## src/shared/tic_defs.svh

```systemverilog
// constants of the time interval counter: offsets, fields, resets and timing
`ifndef TIC_DEFS_SVH
`define TIC_DEFS_SVH

`define TIC_ADDR_CTRL   8'ha1
`define TIC_ADDR_FRAC   8'ha2
`define TIC_ADDR_SEC    8'ha3
`define TIC_ADDR_MIN    8'ha4
`define TIC_ADDR_HOUR   8'ha5
`define TIC_ADDR_MATCH  8'ha6

`define TIC_BIT_TIME_EN 0
`define TIC_BIT_IEN     1
`define TIC_BIT_FLAG    2
`define TIC_BIT_SINGLE  3
`define TIC_BIT_SEL_LO  4
`define TIC_BIT_SEL_HI  5

`define TIC_CTRL_RST    8'h00
`define TIC_TOD_RST     8'h00
`define TIC_MATCH_RST   8'h00
`define TIC_RD_IDLE     8'h00

`define TIC_FRAC_MAX    8'h7f
`define TIC_SEC_MAX     8'h3b
`define TIC_MIN_MAX     8'h3b
`define TIC_HOUR_MAX    8'h17

`define TIC_CLK_NS      10
`define TIC_TICK_NS     7812500
`define TIC_TICK_CYC    (`TIC_TICK_NS / `TIC_CLK_NS)

`endif

```

## src/shared/tic_pkg.sv

```systemverilog
// types of the time interval counter
package tic_pkg;

  typedef logic [7:0] tic_byte_t;

  typedef enum logic [1:0] {
    TIC_TB_FRAC,
    TIC_TB_SEC,
    TIC_TB_MIN,
    TIC_TB_HOUR
  } tic_sel_e;

  typedef struct packed {
    tic_sel_e sel;
    logic     single;
    logic     flag;
    logic     ien;
    logic     time_en;
  } tic_ctrl_s;

  typedef struct packed {
    tic_ctrl_s ctrl;
    tic_byte_t match;
    tic_byte_t icnt;
    tic_byte_t rdata;
    logic      irq;
  } tic_state_s;

endpackage : tic_pkg

```

## src/shared/tic_if.sv

```systemverilog
// interfaces between the top and its counter modules
interface tic_cnt_if;
  import tic_pkg::*;
  logic      inc;
  logic      load;
  tic_byte_t load_val;
  tic_byte_t value;
  logic      carry;
  modport ctl (output inc, output load, output load_val, input value, input carry);
  modport cnt (input inc, input load, input load_val, output value, output carry);
endinterface : tic_cnt_if

interface tic_tick_if;
  logic run;
  logic tick;
  modport ctl (output run, input tick);
  modport div (input run, output tick);
endinterface : tic_tick_if

```

## src/verilog/tic_prescale.sv

```systemverilog
// divider that turns the system clock into the 1/128 s tick
module tic_prescale #(
  parameter int unsigned CYCLES = 781250
) (
  // clock and reset
  input wire logic clk,
  input wire logic rst_n,
  // tick
  tic_tick_if.div  tk
);
  localparam int unsigned W = $clog2(CYCLES);

  typedef struct packed {
    logic [W-1:0] cnt;
    logic         tick;
  } tic_pre_s;

  tic_pre_s st_ff;
  tic_pre_s nxt_st;

  always_comb begin
    nxt_st      = st_ff;
    nxt_st.tick = 1'b0;
    if (!tk.run) begin
      nxt_st.cnt = '0;
    end else if (st_ff.cnt == W'(CYCLES - 1)) begin
      nxt_st.cnt  = '0;
      nxt_st.tick = 1'b1;
    end else begin
      nxt_st.cnt = st_ff.cnt + W'(1);
    end
  end

  always_ff @(posedge clk) begin
    if (!rst_n) begin
      st_ff <= '0;
    end else begin
      st_ff <= nxt_st;
    end
  end

  assign tk.tick = st_ff.tick;
endmodule : tic_prescale

```

## src/verilog/tic_wrap_cnt.sv

```systemverilog
// one time-of-day register: loadable counter that wraps at its maximum
`include "tic_defs.svh"
module tic_wrap_cnt #(
  parameter tic_pkg::tic_byte_t MAX = 8'hff
) (
  // clock and reset
  input wire logic clk,
  input wire logic rst_n,
  // counter port
  tic_cnt_if.cnt   c
);
  import tic_pkg::*;

  typedef struct packed {
    tic_byte_t value;
  } tic_wrap_s;

  tic_wrap_s st_ff;
  tic_wrap_s nxt_st;

  // >= so that an out-of-range preset still wraps instead of running to 255
  assign c.carry = c.inc && (st_ff.value >= MAX);

  always_comb begin
    nxt_st = st_ff;
    if (c.load) begin
      nxt_st.value = c.load_val;
    end else if (c.carry) begin
      nxt_st.value = `TIC_TOD_RST;
    end else if (c.inc) begin
      nxt_st.value = st_ff.value + 8'h01;
    end
  end

  always_ff @(posedge clk) begin
    if (!rst_n) begin
      st_ff.value <= `TIC_TOD_RST;
    end else begin
      st_ff <= nxt_st;
    end
  end

  assign c.value = st_ff.value;
endmodule : tic_wrap_cnt

```

## src/verilog/tic_top.sv

```systemverilog
// time interval counter: time-of-day registers, interval counter and register port
`include "tic_defs.svh"

module tic_top #(
  parameter int unsigned TICK_CYCLES = `TIC_TICK_CYC
) (
  // clock and reset
  input  wire logic         clk,
  input  wire logic         rst_n,
  // register port
  input  wire tic_pkg::tic_byte_t addr,
  input  wire tic_pkg::tic_byte_t wdata,
  input  wire logic         wr_stb,
  input  wire logic         rd_stb,
  output tic_pkg::tic_byte_t rdata_ff,
  // interrupt
  input  wire logic         intr_enable,
  output logic              intr_req_ff
);
  import tic_pkg::*;

  tic_state_s st_ff;
  tic_state_s nxt_st;

  tic_tick_if tick_if ();
  tic_cnt_if  frac_if ();
  tic_cnt_if  sec_if ();
  tic_cnt_if  min_if ();
  tic_cnt_if  hour_if ();

  logic      wr_ctrl;
  logic      wr_time;
  logic      sel_tick;
  logic      ivl_tick;
  logic      ivl_hit;
  tic_byte_t icnt_inc;

  // divider and time-of-day chain

  tic_prescale #(
    .CYCLES (TICK_CYCLES)
  ) u_prescale (
    .clk   (clk),
    .rst_n (rst_n),
    .tk    (tick_if.div)
  );

  tic_wrap_cnt #(
    .MAX (`TIC_FRAC_MAX)
  ) u_frac (
    .clk   (clk),
    .rst_n (rst_n),
    .c     (frac_if.cnt)
  );

  tic_wrap_cnt #(
    .MAX (`TIC_SEC_MAX)
  ) u_sec (
    .clk   (clk),
    .rst_n (rst_n),
    .c     (sec_if.cnt)
  );

  tic_wrap_cnt #(
    .MAX (`TIC_MIN_MAX)
  ) u_min (
    .clk   (clk),
    .rst_n (rst_n),
    .c     (min_if.cnt)
  );

  tic_wrap_cnt #(
    .MAX (`TIC_HOUR_MAX)
  ) u_hour (
    .clk   (clk),
    .rst_n (rst_n),
    .c     (hour_if.cnt)
  );

  // divider is held in reset while the time clock is off
  assign tick_if.run = st_ff.ctrl.time_en;

  assign wr_ctrl = wr_stb && (addr == `TIC_ADDR_CTRL);
  // presets only land while the time clock is stopped, so load never meets inc
  assign wr_time = wr_stb && !st_ff.ctrl.time_en;

  assign frac_if.inc      = tick_if.tick && st_ff.ctrl.time_en;
  assign frac_if.load     = wr_time && (addr == `TIC_ADDR_FRAC);
  assign frac_if.load_val = wdata;
  assign sec_if.inc       = frac_if.carry;
  assign sec_if.load      = wr_time && (addr == `TIC_ADDR_SEC);
  assign sec_if.load_val  = wdata;
  assign min_if.inc       = sec_if.carry;
  assign min_if.load      = wr_time && (addr == `TIC_ADDR_MIN);
  assign min_if.load_val  = wdata;
  assign hour_if.inc      = min_if.carry;
  assign hour_if.load     = wr_time && (addr == `TIC_ADDR_HOUR);
  assign hour_if.load_val = wdata;

  // interval timebase choice
  always_comb begin
    case (st_ff.ctrl.sel)
      TIC_TB_FRAC: sel_tick = frac_if.inc;
      TIC_TB_SEC:  sel_tick = frac_if.carry;
      TIC_TB_MIN:  sel_tick = sec_if.carry;
      TIC_TB_HOUR: sel_tick = min_if.carry;
      default:     sel_tick = 1'b0;
    endcase
  end

  assign ivl_tick = sel_tick && st_ff.ctrl.time_en && st_ff.ctrl.ien;
  assign icnt_inc = st_ff.icnt + 8'h01;
  // compare on the stepped value, so a match of 0 needs 256 steps
  assign ivl_hit  = ivl_tick && (icnt_inc == st_ff.match);

  always_comb begin
    nxt_st       = st_ff;
    nxt_st.rdata = `TIC_RD_IDLE;
    // the request lags the flag by a cycle; the enable lives outside
    nxt_st.irq   = st_ff.ctrl.flag && intr_enable;
    if (wr_ctrl) begin
      nxt_st.ctrl.sel    = tic_sel_e'(wdata[`TIC_BIT_SEL_HI:`TIC_BIT_SEL_LO]);
      nxt_st.ctrl.single = wdata[`TIC_BIT_SINGLE];
      nxt_st.ctrl.ien    = wdata[`TIC_BIT_IEN];
      nxt_st.ctrl.time_en = wdata[`TIC_BIT_TIME_EN];
      if (!wdata[`TIC_BIT_FLAG]) begin
        nxt_st.ctrl.flag = 1'b0;
      end
    end
    if (wr_stb && addr == `TIC_ADDR_MATCH) begin
      nxt_st.match = wdata;
    end
    if (ivl_tick) begin
      nxt_st.icnt = icnt_inc;
    end
    if (ivl_hit) begin
      nxt_st.ctrl.flag = 1'b1;
      nxt_st.icnt      = 8'h00;
      if (st_ff.ctrl.single) begin
        nxt_st.ctrl.ien = 1'b0;
      end
    end
    if (!nxt_st.ctrl.ien || !nxt_st.ctrl.time_en) begin
      nxt_st.icnt = 8'h00;
    end
    if (rd_stb) begin
      case (addr)
        `TIC_ADDR_CTRL:  nxt_st.rdata = {2'b00, st_ff.ctrl};
        `TIC_ADDR_FRAC:  nxt_st.rdata = frac_if.value;
        `TIC_ADDR_SEC:   nxt_st.rdata = sec_if.value;
        `TIC_ADDR_MIN:   nxt_st.rdata = min_if.value;
        `TIC_ADDR_HOUR:  nxt_st.rdata = hour_if.value;
        `TIC_ADDR_MATCH: nxt_st.rdata = st_ff.match;
        default:         nxt_st.rdata = `TIC_RD_IDLE;
      endcase
    end
  end

  always_ff @(posedge clk) begin
    if (!rst_n) begin
      st_ff.ctrl  <= tic_ctrl_s'(6'(`TIC_CTRL_RST));
      st_ff.match <= `TIC_MATCH_RST;
      st_ff.icnt  <= 8'h00;
      st_ff.rdata <= `TIC_RD_IDLE;
      st_ff.irq   <= 1'b0;
    end else begin
      st_ff <= nxt_st;
    end
  end

  assign rdata_ff    = st_ff.rdata;
  assign intr_req_ff = st_ff.irq;
endmodule : tic_top

```

## config.mk

```make
export PLATFORM = sky130hd
export DESIGN_NAME = tic_top
export DESIGN_NICKNAME = d
export VERILOG_FILES = /design/src/shared/tic_pkg.sv /design/src/shared/tic_if.sv /design/src/verilog/tic_prescale.sv /design/src/verilog/tic_wrap_cnt.sv /design/src/verilog/tic_top.sv
export VERILOG_INCLUDE_DIRS = /design/src /design/src/shared
export SDC_FILE = /design/constraint.sdc
export NUM_CORES = 1
export LEC_CHECK = 0
export BUFFER_PORTS_ARGS = -buffer_cell sky130_fd_sc_hd__buf_2
export CORE_AREA = 2 2 88 90
export CTS_CLUSTER_DIAMETER = 100
export CTS_CLUSTER_SIZE = 16
export DETAILED_ROUTE_END_ITERATION = 6
export DIE_AREA = 0 0 90 92
export PLACE_DENSITY = 0.84
export SETUP_SLACK_MARGIN = 0.05
export SYNTH_ARGS = -nofsm -noshare
export SYNTH_HDL_FRONTEND = slang
export SYNTH_SLANG_ARGS = --single-unit
```

## constraint.sdc

```tcl
create_clock -name clk -period 4.1 [get_ports clk]
set_clock_uncertainty 0.1 [all_clocks]
set_input_delay 0.41 -clock clk [delete_from_list [all_inputs] [get_ports clk]]
set_output_delay 0.41 -clock clk [all_outputs]
set_load 0.01 [all_outputs]
```

==> results.cfg <==
[run_status]
status = finished, final reports clean

[synthesis]
ys_ff_latch = 84
yosysUniqueCellTypes = 66
syn-num-nets = 557
netlist_area_mm2 = 0.00460
synth_edf_count = 0
synth_flop_cell = dfxtp_1
ys_seq_area_share_pct = 36.5
synthCells = 529
syn_avg_cell_area_um2 = 8.70
yosys_warnings = 0
synthArstFlopShare_pct = 0

[clocking]
cts_tree = done
clock_latency_ns = 0.36
clkTransAtPathRegs_ns = 0.09
cts_root_buf = clkbuf_8
cts_buffer_depth = 2
cts_resized = 0
htreeDepth = 3
holdBufCountCts = 0
cts_buffers = 9
cts_setup_buffers = 0
clock_sinks = 84

[floorplanning]
die_y_um = 92
placementRows = 32
die-area_mm2 = 0.00828
die_x_um = 90
start_util_pct = 61.8
core_mm2 = 0.00745
ios = 30

[cells_and_area]
regArea_mm2 = 0.00168
post-route-util_pct = 66.5
drive_gt1_share_pct = 11.1
stdcell_area_mm2 = 0.00495
final_cell_mix = 84 x dfxtp_1, 52 x nor2_1, 45 x nand2_1
final_nets = 572
area_delta_synth_final_pct = 7.56
multiInputGateArea_mm2 = 0.00276
insertedDiodeCount = 0
nFillCells = 645
layout_commonest_cell = dfxtp_1

[grt]
antenna_found_initial = 0
grt_pass1_vias = 3832
grt_overflow = 0
met2_usage_pct = 45.2
use_met1_pct = 38.9
track_usage_pct = 28.6
globalRouteMet3Util_pct = 5.83
grt_max_degree = 53
grt_pass1_wl_mm = 19.1
busiest_layer = met2

[power_and_ir_drop]
vdd_drop_max_mv = 0.199
finalPower_mw = 1.51
p_leak_nw = 1.92
p_per_area_mw_per_mm2 = 305

[drt]
wirelength_mm = 11.7
vias = 4160
drt_iter0_markers = 395
wl_per_cell_um = 17.9
drtPass1Iterations = 5
via_per_inst = 6.39
drt.antenna.violating_nets = 0
drc = 0

[critical_path]
crit_family = compound AO/OA/AOI/OAI gates
rrSetupSlack_ns = 1.46
crit_fanout = 11
critical_path_arrival_ns = 2.80
critPathKind = flip-flop to flip-flop
cpMaxStageDelayCell = a2111oi_4
rr_worst_depth = 7
critPathMaxStageDelay_ns = 0.75
endpoint_kind = flip-flop
path_cells = ha_1, and3_2, xnor2_1, mux2i_1, a2111oi_4, o21ai_0, a22o_1
start_kind = flip-flop
path_buf_inv = 0
worst_r2r_startpoint = st_ff[9]
r2r-end = st_ff[11]
cp_data_required_time_ns = 4.26

[hold_path]
hold_depth = 2
hold_path_class = input port to flip-flop
worstHoldStart = intr_enable
hold_path_end = intr_req_ff

[place]
place_congestion = 0.975
dp_hpwl_mm = 8.27
port_buffers = 29
postPlaceCellArea_mm2 = 0.00474
dp_slack_ns = 1.51

[sta]
tightest_slew_ns = 0.787
hold_viol = 0
max_freq_ghz = 0.379
tns_ns = 0
setup_ws_ns = 1.46
relSlewSlack_pct = 47.6
min_period_ns = 2.64
fin_crit_sh_pct = 64.4
setup_viol = 0
rsz0062_at_grt = no
drv_slew = 0

[run]
maxCapViolations = 0
-- layer usage --
metal | routed length (um) | vias to the layer above
met5 | 0 | -
met1 | 5040 | 1966
met3 | 1020 | 34
li1 | - | 1950
met4 | 299 | 0
met2 | 5290 | 210
-- registers in the layout, summed over array words and instances (netlist names) --
| register | count |
|---|---|
| u_frac.c.value | 8 |
| u_hour.c.value | 8 |
| tick_if.run | 1 |
| rdata_ff | 8 |
| u_prescale.st_ff | 20 |
| u_min.c.value | 8 |
| st_ff | 21 |
| intr_req_ff | 1 |
| u_prescale.tk.tick | 1 |
| u_sec.c.value | 8 |
-- where the power goes --
group | switching [mW] | total [mW] | internal (mW) | leakage [nW]
logic | 0.0386 | 0.0595 | 0.0209 | 1.14
registers | 0.00477 | 0.822 | 0.817 | 0.676
clock network | 0.311 | 0.627 | 0.316 | 0.102
-- worst reg2reg max path: stages (launching register included) --
cell       delay (ns)
dfxtp_1          0.46
ha_1             0.34
and3_2           0.24
xnor2_1          0.12
mux2i_1          0.13
a2111oi_4        0.75
o21ai_0          0.19
a22o_1           0.23
-- cells by family after synthesis --
logic type | share of synthesized area, %
AND/OR/NAND/NOR | 25.9
adder cells (fa/ha/maj) | 1.90
buffers and inverters | 3.42
flip-flops | 36.5
XOR/XNOR | 6.66
AO/OA/AOI/OAI | 20.8
multiplexers | 4.78
-- Yosys cell counts (2+ instances only) --
| cell | n | area [um^2] |
|---|---|---|
| a211oi_1 | 3 | 22.5 |
| xor2_1 | 18 | 158 |
| nand3b_1 | 2 | 15.0 |
| buf_4 | 8 | 60.1 |
| nand2b_1 | 3 | 18.8 |
| nor3b_1 | 2 | 15.0 |
| o22ai_1 | 2 | 12.5 |
| a32oi_1 | 2 | 17.5 |
| a31oi_1 | 4 | 25.0 |
| and3_1 | 13 | 81.3 |
| nand3_1 | 35 | 175 |
| a21oi_1 | 23 | 115 |
| dfxtp_1 | 84 | 1680 |
| o211a_1 | 9 | 90.1 |
| and4_1 | 3 | 26.3 |
| a22oi_1 | 9 | 67.6 |
| a32o_1 | 3 | 30.0 |
| nand4_1 | 8 | 50.1 |
| o2111ai_1 | 2 | 17.5 |
| inv_1 | 6 | 22.5 |
| clkbuf_1 | 12 | 45.0 |
| a21boi_0 | 14 | 105 |
| xnor2_1 | 17 | 149 |
| ha_1 | 7 | 87.6 |
| nor2_1 | 52 | 195 |
| o211ai_1 | 4 | 30.0 |
| nand2_1 | 45 | 169 |
| o21ai_0 | 13 | 65.1 |
| nor3_1 | 7 | 35.0 |
| a221oi_1 | 5 | 43.8 |
| a22o_1 | 11 | 96.3 |
| or3_1 | 5 | 31.3 |
| a211o_1 | 2 | 17.5 |
| buf_2 | 3 | 15.0 |
| nor4_1 | 3 | 18.8 |
| and2_1 | 6 | 37.5 |
| nor2b_1 | 29 | 181 |
| o21ai_1 | 4 | 20.0 |
| nor3_2 | 2 | 20.0 |
| mux2i_1 | 22 | 220 |
| and3_2 | 2 | 15.0 |
-- how the worst max path moves through the flow --
stage / startpoint / cells past startpoint / end
global route: u_frac.c.value[0] / 7 / u_hour.c.value[0]
global placement: addr[6] / 7 / u_hour.c.value[1]
detailed placement: st_ff[9] / 7 / st_ff[16]
floorplan: st_ff[9] / 8 / st_ff[14]
finish: st_ff[9] / 7 / st_ff[11]
CTS: st_ff[9] / 7 / st_ff[16]
-- cell type report --
cell class / count / area share (%)
inverters: 6 / 0.455
repair buffers: 29 / 2.93
multi-input cells: 414 / 55.8
flip-flops and latches: 84 / 34.0
clock inverters: 5 / 1.19
well taps: 102 / 2.58
clock buffers: 11 / 3.06
-- per-stage QoR --
stage	hold WS (ns)	std cells
final	0.190	651
after global routing	0.210	651
after CTS	0.191	651
after detailed placement	0.379	635
after global placement	0.375	635
after floorplan	0.337	529
Note: power is estimated with default switching activity, not from simulation.
